### src/verilog/doc_pkg.sv
// Shared constants of the DAC offset/gain calibration ends
package doc_pkg;

  // Device register addresses on the link
  localparam logic [1:0]  DOC_ADDR_DATA     = 2'h0;
  localparam logic [1:0]  DOC_ADDR_OFFSET   = 2'h1;
  localparam logic [1:0]  DOC_ADDR_GAIN     = 2'h2;
  localparam logic [1:0]  DOC_ADDR_FAULT    = 2'h3;

  // Reset values
  localparam logic [15:0] DOC_DATA_RST      = 16'h0000;
  localparam logic [15:0] DOC_OFFSET_RST    = 16'h8000;
  localparam logic [15:0] DOC_GAIN_RST      = 16'hffff;
  localparam logic [17:0] DOC_OFFSET_ZERO   = 18'h08000;
  localparam logic [17:0] DOC_CODE_MAX      = 18'h0ffff;

  // Current ranges: zero-scale and span in nA
  localparam logic [1:0]  DOC_RANGE_4_20    = 2'h0;
  localparam logic [1:0]  DOC_RANGE_38_21   = 2'h1;
  localparam logic [1:0]  DOC_RANGE_32_24   = 2'h2;
  localparam logic [31:0] DOC_ZERO_4_20     = 32'h003d_0900;
  localparam logic [31:0] DOC_SPAN_4_20     = 32'h00f4_2400;
  localparam logic [31:0] DOC_ZERO_38_21    = 32'h0039_fbc0;
  localparam logic [31:0] DOC_SPAN_38_21    = 32'h0106_7380;
  localparam logic [31:0] DOC_ZERO_32_24    = 32'h0030_d400;
  localparam logic [31:0] DOC_SPAN_32_24    = 32'h013d_6200;

  // ADC conversion factors on the host side
  localparam logic [31:0] DOC_VOLT_MV_FS    = 32'h0000_09c4;
  localparam logic [31:0] DOC_TEMP_MC_ZERO  = 32'h0004_c2c0;
  localparam logic [31:0] DOC_TEMP_MC_STEP  = 32'h0000_0617;

  // Host APB register byte offsets
  localparam logic [7:0]  DOC_APB_CMD       = 8'h00;
  localparam logic [7:0]  DOC_APB_STATUS    = 8'h04;
  localparam logic [7:0]  DOC_APB_RDATA     = 8'h08;
  localparam logic [7:0]  DOC_APB_VOLT      = 8'h0c;
  localparam logic [7:0]  DOC_APB_TEMP      = 8'h10;
  localparam logic [7:0]  DOC_APB_CTRL      = 8'h14;

  // CMD field positions
  localparam int          DOC_CMD_ADDR_LSB  = 16;
  localparam int          DOC_CMD_WR_BIT    = 18;
  localparam logic        DOC_AUTO_APPLY_RST = 1'b1;

endpackage
### src/verilog/doc_link_if.sv
// Register link between the calibration host and the DAC device
`timescale 1ns/10ps
interface doc_link_if;
  logic        lk_req;
  logic        lk_wr;
  logic [1:0]  lk_addr;
  logic [15:0] lk_wdata;
  logic        lk_ack;
  logic [15:0] lk_rdata;

  modport dev  (input lk_req, input lk_wr, input lk_addr, input lk_wdata,
                output lk_ack, output lk_rdata);
  modport host (output lk_req, output lk_wr, output lk_addr, output lk_wdata,
                input lk_ack, input lk_rdata);
endinterface

### src/verilog/doc_device.sv
// DAC end: offset/gain registers, atomic apply, ADC readback
`timescale 1ns/10ps
module doc_device
  import doc_pkg::*;
(
  input  wire logic        clk_in,
  input  wire logic        arst_n_in,
  input  wire logic        ce_in,
  doc_link_if.dev          link,
  input  wire logic [7:0]  adc_code_in,
  input  wire logic [1:0]  range_sel_in,
  output logic      [15:0] out_code_out,
  output logic      [31:0] loop_na_out,
  output logic             load_out
);

  typedef struct packed {
    logic [7:0]  adc_s1;
    logic [7:0]  adc_s2;
    logic [1:0]  rng_s1;
    logic [1:0]  rng_s2;
    logic [15:0] off_pend;
    logic [15:0] gain_pend;
    logic [15:0] data;
    logic [15:0] off_app;
    logic [15:0] gain_app;
    logic [15:0] out_code;
    logic [31:0] loop_na;
    logic        ack;
    logic [15:0] rdata;
    logic        load;
  } doc_dev_state_t;

  localparam doc_dev_state_t DOC_DEV_RST = '{
    adc_s1:    8'h00,
    adc_s2:    8'h00,
    rng_s1:    2'h0,
    rng_s2:    2'h0,
    off_pend:  DOC_OFFSET_RST,
    gain_pend: DOC_GAIN_RST,
    data:      DOC_DATA_RST,
    off_app:   DOC_OFFSET_RST,
    gain_app:  DOC_GAIN_RST,
    out_code:  16'h0000,
    loop_na:   DOC_ZERO_4_20,
    ack:       1'b0,
    rdata:     16'h0000,
    load:      1'b0
  };

  doc_dev_state_t st_r;
  doc_dev_state_t st_nxt;

  // Corrected code from a data word and a gain/offset pair
  function automatic logic [15:0] doc_correct(input logic [15:0] d,
                                              input logic [15:0] g,
                                              input logic [15:0] o);
    logic [31:0] prod;
    logic [17:0] sum;
    prod = d * g;
    // Offset is biased by half scale
    sum  = {2'b00, prod[31:16]} + {2'b00, o};
    if (sum < DOC_OFFSET_ZERO) begin
      // Zero scale is a floor, never lowered
      doc_correct = 16'h0000;
    end else if ((sum - DOC_OFFSET_ZERO) > DOC_CODE_MAX) begin
      doc_correct = 16'hffff;
    end else begin
      doc_correct = 16'(sum - DOC_OFFSET_ZERO);
    end
  endfunction

  // Range decoding, used for zero scale and for span
  function automatic logic [31:0] doc_range_zero(input logic [1:0] r);
    unique case (r)
      DOC_RANGE_38_21: doc_range_zero = DOC_ZERO_38_21;
      DOC_RANGE_32_24: doc_range_zero = DOC_ZERO_32_24;
      default:         doc_range_zero = DOC_ZERO_4_20;
    endcase
  endfunction

  function automatic logic [31:0] doc_range_span(input logic [1:0] r);
    unique case (r)
      DOC_RANGE_38_21: doc_range_span = DOC_SPAN_38_21;
      DOC_RANGE_32_24: doc_range_span = DOC_SPAN_32_24;
      default:         doc_range_span = DOC_SPAN_4_20;
    endcase
  endfunction

  logic        take;
  logic [47:0] scaled;

  always_comb begin
    st_nxt = st_r;
    take   = link.lk_req && !st_r.ack;
    scaled = 48'h0;
    if (ce_in) begin
      // Pins from outside the clock domain: two flops before use
      st_nxt.adc_s1 = adc_code_in;
      st_nxt.adc_s2 = st_r.adc_s1;
      st_nxt.rng_s1 = range_sel_in;
      st_nxt.rng_s2 = st_r.rng_s1;
      st_nxt.ack    = take;
      st_nxt.load   = 1'b0;
      if (take && link.lk_wr) begin
        unique case (link.lk_addr)
          DOC_ADDR_OFFSET: begin
            // Held pending; output untouched until data write
            st_nxt.off_pend = link.lk_wdata;
          end
          DOC_ADDR_GAIN: begin
            st_nxt.gain_pend = link.lk_wdata;
          end
          DOC_ADDR_DATA: begin
            // Data, gain and offset move together in one edge
            st_nxt.data     = link.lk_wdata;
            st_nxt.off_app  = st_r.off_pend;
            st_nxt.gain_app = st_r.gain_pend;
            st_nxt.out_code = doc_correct(link.lk_wdata, st_r.gain_pend,
                                          st_r.off_pend);
            st_nxt.load     = 1'b1;
          end
          DOC_ADDR_FAULT: begin
            // Fault register is read-only here; writes are dropped
          end
        endcase
      end
      if (take && !link.lk_wr) begin
        unique case (link.lk_addr)
          DOC_ADDR_DATA:   st_nxt.rdata = st_r.data;
          DOC_ADDR_OFFSET: st_nxt.rdata = st_r.off_pend;
          DOC_ADDR_GAIN:   st_nxt.rdata = st_r.gain_pend;
          DOC_ADDR_FAULT:  st_nxt.rdata = {8'h00, st_r.adc_s2};
        endcase
      end
      // Range span scaled by the applied code, added to zero scale
      scaled = 48'(doc_range_span(st_r.rng_s2)) * 48'(st_r.out_code);
      st_nxt.loop_na = doc_range_zero(st_r.rng_s2) + scaled[47:16];
    end
  end

  always_ff @(posedge clk_in or negedge arst_n_in) begin
    if (!arst_n_in) begin
      st_r <= DOC_DEV_RST;
    end else begin
      st_r <= st_nxt;
    end
  end

  assign link.lk_ack   = st_r.ack;
  assign link.lk_rdata = st_r.rdata;
  assign out_code_out  = st_r.out_code;
  assign loop_na_out   = st_r.loop_na;
  assign load_out      = st_r.load;

endmodule

### src/flat_wrapper.sv
// flat-port wrapper written by rule: the top's interface ports become plain ports
module doc_device_flat import doc_pkg::*;
  (clk_in, arst_n_in, ce_in, adc_code_in, range_sel_in, out_code_out, loop_na_out, load_out, link_lk_req, link_lk_wr, link_lk_addr, link_lk_wdata, link_lk_ack, link_lk_rdata);
  doc_link_if link_i ();
  input  wire logic clk_in;
  input  wire logic arst_n_in;
  input  wire logic ce_in;
  input  wire logic [7:0] adc_code_in;
  input  wire logic [1:0] range_sel_in;
  output logic      [15:0] out_code_out;
  output logic      [31:0] loop_na_out;
  output logic load_out;
  input wire logic [$bits(link_i.lk_req)-1:0] link_lk_req;
  input wire logic [$bits(link_i.lk_wr)-1:0] link_lk_wr;
  input wire logic [$bits(link_i.lk_addr)-1:0] link_lk_addr;
  input wire logic [$bits(link_i.lk_wdata)-1:0] link_lk_wdata;
  output wire logic [$bits(link_i.lk_ack)-1:0] link_lk_ack;
  output wire logic [$bits(link_i.lk_rdata)-1:0] link_lk_rdata;
  assign link_i.lk_req = link_lk_req;
  assign link_i.lk_wr = link_lk_wr;
  assign link_i.lk_addr = link_lk_addr;
  assign link_i.lk_wdata = link_lk_wdata;
  assign link_lk_ack = link_i.lk_ack;
  assign link_lk_rdata = link_i.lk_rdata;
  doc_device u_core (.clk_in(clk_in), .arst_n_in(arst_n_in), .ce_in(ce_in), .link(link_i), .adc_code_in(adc_code_in), .range_sel_in(range_sel_in), .out_code_out(out_code_out), .loop_na_out(loop_na_out), .load_out(load_out));
endmodule
### config.mk
export PLATFORM = sky130hd
export DESIGN_NAME = doc_device_flat
export DESIGN_NICKNAME = d
export VERILOG_FILES = /design/src/verilog/doc_pkg.sv /design/src/verilog/doc_link_if.sv /design/src/verilog/doc_device.sv /design/src/flat_wrapper.sv
export SDC_FILE = /design/constraint.sdc
export NUM_CORES = 1
export LEC_CHECK = 0
export BUFFER_PORTS_ARGS = -buffer_cell sky130_fd_sc_hd__buf_2
export CAP_MARGIN = 10
export CORE_AREA = 3 3 157 312
export CTS_CLUSTER_DIAMETER = 40
export CTS_CLUSTER_SIZE = 14
export DETAILED_ROUTE_END_ITERATION = 10
export DIE_AREA = 0 0 160 315
export HOLD_SLACK_MARGIN = 0.03
export PLACE_DENSITY_LB_ADDON = 0.1
export SYNTH_ARGS = -nofsm -noshare
export SYNTH_HDL_FRONTEND = slang
export SYNTH_SLANG_ARGS = --single-unit
### constraint.sdc
create_clock -name clk_in -period 12.5 [get_ports clk_in]
set_input_delay 0.625 -clock clk_in [delete_from_list [all_inputs] [get_ports clk_in]]
set_output_delay 0.625 -clock clk_in [all_outputs]
set_load 0.005 [all_outputs]
Yosys cells after proc, flatten, opt, wreduce, memory -nomap -nowiden
Cells that the tools add are included.
{"block": "totals", "mem_bits_ro": 0, "ramBits": 0, "inputBits": 33, "register_bits": 134, "n_memories": 0, "latchBits": 0, "output_inout_bits": 66}
{"block": "classes", "n_addsub": 3, "mux": 9, "shift": 0, "reduce_logical": 10, "n_lt_le_gt_ge": 2, "div": 0, "n_bitwise": 0, "multipliers": 2, "n_eq_ne": 5}
{"operator": "two-way mux 32 bit", "n": 2}
{"operator": "case mux 16 bit (4 select lines)", "n": 1}
{"operator": "case mux 25 bit (2 select lines)", "n": 1}
{"operator": "multiplier 32 x 16 -> 48 bit", "n": 1}
{"operator": "case mux 20 bit (2 select lines)", "n": 1}
{"operator": "adder 32 bit", "n": 1}
{"operator": "multiplier 16 x 16 -> 32 bit", "n": 1}
{"operator": "two-way mux 16 bit", "n": 2}
{"operator": "greater-than comparator 18 x 16 -> 1 bit (second input constant)", "n": 1}
{"operator": "< comparator 18 x 16 -> 1 bit (second input constant)", "n": 1}
{"operator": "subtractor 18 x 16 -> 18 bit (second input constant)", "n": 1}
{"operator": "adder 16 x 16 -> 17 bit", "n": 1}
{"operator": "AND reduction 3 bit", "n": 3}
{"operator": "== test 2 bit (second input constant)", "n": 3}
{"operator": "== test 2 x 1 -> 1 bit (second input constant)", "n": 2}
{"operator": "logical AND 1 bit", "n": 3}
{"operator": "zero test 1 bit", "n": 2}
{"operator": "zero test 2 bit", "n": 1}
{"operator": "two-way mux 1 bit", "n": 2}
{"operator": "AND reduction 2 bit", "n": 1}

Depth between registers and ports, before layout
{"block": "depth", "word_depth": 6, "depth_mapped": 43, "ltp_nobuf": 40}

Worst setup path before layout
Ideal clock, no wire load.
{"block": "synth_path", "kind": "input to register", "startpoint": "in link_lk_wdata[5]", "endpoint": "reg u_core.st_r (netlist bit u_core.out_code_out[11])", "path_stages": 39, "setup_time_ns": 0.120, "required_ns": 12.380, "slack_ns": 3.441, "n_path_buf": 4, "arrival_time_ns": 8.939, "path_cell_list": "clkbuf_1 > clkbuf_1 > nand2_1 > fa_1 > inv_1 > fa_1 > inv_1 > fa_1 > inv_1 > fa_1 > fa_1 > inv_1 > fa_1 > inv_1 > ha_1 > a21o_1 > a31o_2 > o221ai_1 > (+3 left out) > o31a_1 > ha_1 > inv_1 > o21bai_1 > a21oi_1 > o21bai_1 > a21oi_1 > o21ai_0 > a31oi_1 > o21ai_0 > a21o_1 > a21oi_1 > ha_1 > clkbuf_1 > clkbuf_1 > nand3_1 > mux2i_1 > nor2_1"}
{"block": "synth_via", "elab_chain_len": 6, "word_cells_on_any_way": 7, "cone_classes": "add/sub (2); mul (1); order compare (2); mux (2)"}
{"element": "start: declaration", "line_no": "flat_wrapper.sv:16", "source": "input wire logic [$bits(link_i.lk_wdata)-1:0] link_lk_wdata;"}
{"element": "multiplier 16 x 16 -> 32 bit (*)", "line_no": "doc_device.sv:60", "source": "prod = d * g;"}
{"element": "adder 16 x 16 -> 17 bit (*)", "line_no": "doc_device.sv:62", "source": "sum = {2'b00, prod[31:16]} + {2'b00, o};"}
{"element": "subtractor 18 x 16 -> 18 bit", "line_no": "doc_device.sv:66", "source": "end else if ((sum - DOC_OFFSET_ZERO) > DOC_CODE_MAX) begin"}
{"element": "greater-than comparator 18 x 16 -> 1 bit", "line_no": "doc_device.sv:66"}
{"element": "two-way mux 16 bit", "line_no": "doc_device.sv:66"}
{"element": "two-way mux 16 bit (*)", "line_no": "doc_device.sv:63", "source": "if (sum < DOC_OFFSET_ZERO) begin"}
{"element": "end signal: assignment", "line_no": "doc_device.sv:146", "source": "st_r <= st_nxt;"}
{"element": "end: declaration", "line_no": "doc_device.sv:51", "source": "doc_dev_state_t st_r;"}
Mark *: on every way between the ends. The rest lies on a longest branch, timed or not.
A chain may end at the register's enable or synchronous reset.

Worst setup path after layout
{"block": "layout_path", "startpoint": "reg u_core.st_r[146] (netlist bit)", "endpoint": "reg u_core.st_r (netlist bit u_core.loop_na_out[23])"}
{"block": "layout_via", "elab_chain_len": 5, "word_cells_on_any_way": 8, "cone_classes": "add/sub (1); mul (1); eq/ne (2); mux (4)"}
{"element": "== test 2 bit / == test 2 x 1 -> 1 bit (equally long branches)", "line_no": "doc_device.sv:75, doc_device.sv:83"}
{"element": "case mux 25 bit (2 select lines)", "line_no": "doc_device.sv:83", "source": "unique case (r)"}
{"element": "two-way mux 32 bit", "line_no": "doc_device.sv:97", "source": "if (ce_in) begin"}
{"element": "multiplier 32 x 16 -> 48 bit", "line_no": "doc_device.sv:137", "source": "scaled = 48'(doc_range_span(st_r.rng_s2)) * 48'(st_r.out_code);"}
{"element": "adder 32 bit (*)", "line_no": "doc_device.sv:138", "source": "st_nxt.loop_na = doc_range_zero(st_r.rng_s2) + scaled[47:16];"}
Mark *: on every way between the ends. The rest lies on a longest branch, timed or not. The select of a mux whose other input is x is not followed.

==> flow_metrics.py <==
metrics = {
    "sta": {
        "hold_viol": 0,
        "worst_clock_skew_ns": 0.0168,
        "setup_viol": 0,
        "slew_headroom_pct": 29.5,
        "fin_crit_ns": 9.87,
        "tightest_slew_ns": 1.06,
        "setup_slack_ns": 2.63,
        "period_share_pct": 79.0,
        "slew_viol_final": 0,
        "setup_tns_ns": 0,
        "max_freq_ghz": 0.101,
        "rsz0062_at_grt": "no",
    },
    "cts": {
        "postCtsSetupBuffers": 0,
        "cts_tree": "done",
        "clk_latency_ns": 0.47,
        "cts_resized": 0,
        "htreeDepth": 4,
        "clkSinkCount": 131,
        "cts_buffer_depth": 2,
        "clkSlewWorstSetupHoldPaths_ns": 0.07,
        "root_buffer": "clkbuf_16",
        "hold_buffers": 0,
        "cts_buffers": 17,
    },
    "floorplanning": {
        "die_w_um": 160,
        "core-area_sq_um": 46800,
        "io-pin-count": 99,
        "fp.dieH_um": 315,
        "fp.dieArea_sq_um": 50400,
        "start_util_pct": 49.8,
        "rows": 112,
    },
    "global_route": {
        "grt_pass1_wl_mm": 105,
        "grt_pass1_vias": 18400,
        "grt_usage_pct": 28.0,
        "grt_max_degree": 71,
        "antenna_found_initial": 1,
        "grt.overflow.total": 0,
    },
    "synthesis": {
        "synth-edff-count": 0,
        "async_reset_ff_share_pct": 100,
        "ys_ff_latch": 131,
        "synth_cell_type_count": 67,
        "syn_area_per_cell_sq_um": 9.59,
        "synthesis.area_sq_um": 23300,
        "synth-main-ff-cell": "dfrtp_1",
        "synthCells": 2434,
        "ys_seq_area_share_pct": 14.2,
        "yosysWarnings": 0,
    },
    "critical_path": {
        "path_class": "flop to flop",
        "slowest_stage": "ha_1",
        "r2r_start": "u_core.st_r[146]$_DFFE_PN0P_",
        "reg2reg_depth": 36,
        "r2r_slack_ns": 2.63,
        "cp_max_fo": 18,
        "critPathMostFrequentCell": "inv_1",
        "worstSetupStartpointType": "flop",
        "arrival_ns": 10.22,
        "worstSetupEndpointType": "flop",
        "critPathMaxStageDelay_ns": 0.78,
        "required_ns": 12.85,
        "reg2reg_to": "u_core.loop_na_out[23]$_DFFE_PN0P_",
    },
    "detailed_routing": {
        "vias": 16600,
        "wirelength_mm": 67.9,
        "final_antenna_net_count": 0,
        "via_per_inst": 5.41,
        "drtPass1Iterations": 7,
        "drt-initial-drc-count": 748,
        "drc": 0,
        "wl_per_cell_um": 22.2,
    },
    "final_layout": {
        "syn_to_final_growth_pct": 5.12,
        "nets": 3105,
        "finalInstanceArea_sq_um": 24500,
        "drive_gt1_share_pct": 10.9,
    },
    "placed_design": {
        "gp_congestion": 0.970,
        "io_buffers": 95,
        "dp_slack_ns": 2.50,
        "post-dp-hpwl_mm": 57.1,
        "placed_area_sq_um": 23900,
    },
    "min_path": {
        "hp-class": "input pin to async pin",
    },
    "flow_run": {
        "max_cap_viol_count": 0,
    },
    "status": {
        "status": "finished, final reports clean",
    },
}
## flip-flops by register name (all words and copies together), names as in the netlist
name and cells:
u_core.st_r 68, u_core.loop_na_out 29, u_core.link.lk_rdata 16, u_core.out_code_out 16
u_core.link.lk_ack 1, u_core.load_out 1
## layout by cell type, fill, tap and decap left out, types with 13 or more instances in the layout
master and instances:
a211oi_1 13, a21o_1 38, a21oi_1 77, and2_1 153, and3_1 15, buf_2 94
clkbuf_16 17, conb_1 14, dfrtp_1 107, dfstp_2 24, fa_1 385, ha_1 269
inv_1 498, mux2_2 74, nand2_1 245, nand3_1 17, nor2_1 70, nor2b_1 35
o21ai_0 37, o21bai_1 14, xnor2_1 42, xor2_1 22
## per-layer routing
metal	vias up	wire length [um]	global-route usage (%)
li1	7451	-	-
met1	8456	20600	25.7
met2	438	39500	55.8
met3	211	1740	2.41
met4	0	6010	20.7
met5	-	0	0
## cells in the mapped netlist, types with 9 or more instances
master | number | share of area, %
fa_1 | 385 | 33
nand2b_1 | 10 | 0.27
nor3_1 | 11 | 0.24
mux2i_1 | 9 | 0.39
ha_1 | 269 | 14
o21bai_1 | 14 | 0.45
and2_1 | 153 | 4.1
a21o_1 | 38 | 1.2
inv_1 | 498 | 8.0
xnor2_1 | 42 | 1.6
nand3_1 | 17 | 0.36
and3_1 | 15 | 0.40
mux2_2 | 74 | 3.6
or3_1 | 9 | 0.24
o21ai_0 | 37 | 0.79
xor2_1 | 22 | 0.83
a211oi_1 | 13 | 0.42
dfrtp_1 | 107 | 11
nor2_1 | 71 | 1.1
buf_4 | 64 | 2.1
a21oi_1 | 77 | 1.7
clkbuf_1 | 85 | 1.4
dfstp_2 | 24 | 2.7
o21a_1 | 9 | 0.29
nand2_1 | 245 | 3.9
nor2b_1 | 35 | 0.94
## area by class of cell
class,instances,area (sq um)
diodes,1,2.50
clock buffers,18,429
clock inverters,14,168
fillers,4446,22300
inverters,499,1870
multi-input cells,1664,17400
flip-flops and latches,131,3310
well taps,627,785
repair buffers,105,557
## stage by stage
| step | utilization [%] | cells | hold WS [ns] |
|---|---|---|---|
| global route | 52.4 | 3058 | 0.223 |
| global placement | 51.1 | 3026 | 0.456 |
| floorplan | - | 2446 | 0.329 |
| detailed placement | 51.1 | 3026 | 0.465 |
| CTS | 52.4 | 3058 | 0.194 |
| finish | 52.4 | 3059 | 0.178 |
## kinds of logic after synthesis
group | Yosys count | synth area share (%)
other cells | 2 | 0.0322
simple gates | 599 | 12.7
xor+xnor | 64 | 2.40
buf+inv | 651 | 11.5
compound gates | 242 | 6.96
fa+ha+maj | 654 | 47.5
flops | 131 | 14.2
mux | 91 | 4.73
## worst max-delay path: cells and delay by family, from the launching register on
family	cells	cell delay (ns)
AOI/OAI and AO/OA	12	2.60
xor gates and xnor gates	1	0.15
adders and majority gates	9	4.04
buffers and inverters	7	0.84
DFF	1	0.38
and+or+nand+nor	7	1.77
## how the worst max path moves through the flow
stage | slack, ns | end | cells past startpoint | start
6_report | 2.63 | u_core.loop_na_out[23]$_DFFE_PN0P_ | 36 | u_core.st_r[146]$_DFFE_PN0P_
5_1_grt | 2.16 | u_core.loop_na_out[23]$_DFFE_PN0P_ | 34 | u_core.st_r[146]$_DFFE_PN0P_
4_1_cts | 2.58 | u_core.loop_na_out[23]$_DFFE_PN0P_ | 36 | u_core.st_r[146]$_DFFE_PN0P_
3_5_place_dp | 2.50 | u_core.out_code_out[15]$_DFFE_PN0P_ | 38 | link_lk_wdata[3]
3_3_place_gp | 2.71 | u_core.out_code_out[15]$_DFFE_PN0P_ | 38 | link_lk_wdata[3]
2_1_floorplan | 3.44 | u_core.out_code_out[11]$_DFFE_PN0P_ | 39 | link_lk_wdata[5]
Power is not shown: default switching activity piles up to over one toggle a cycle in this logic, so the estimate is an artifact.
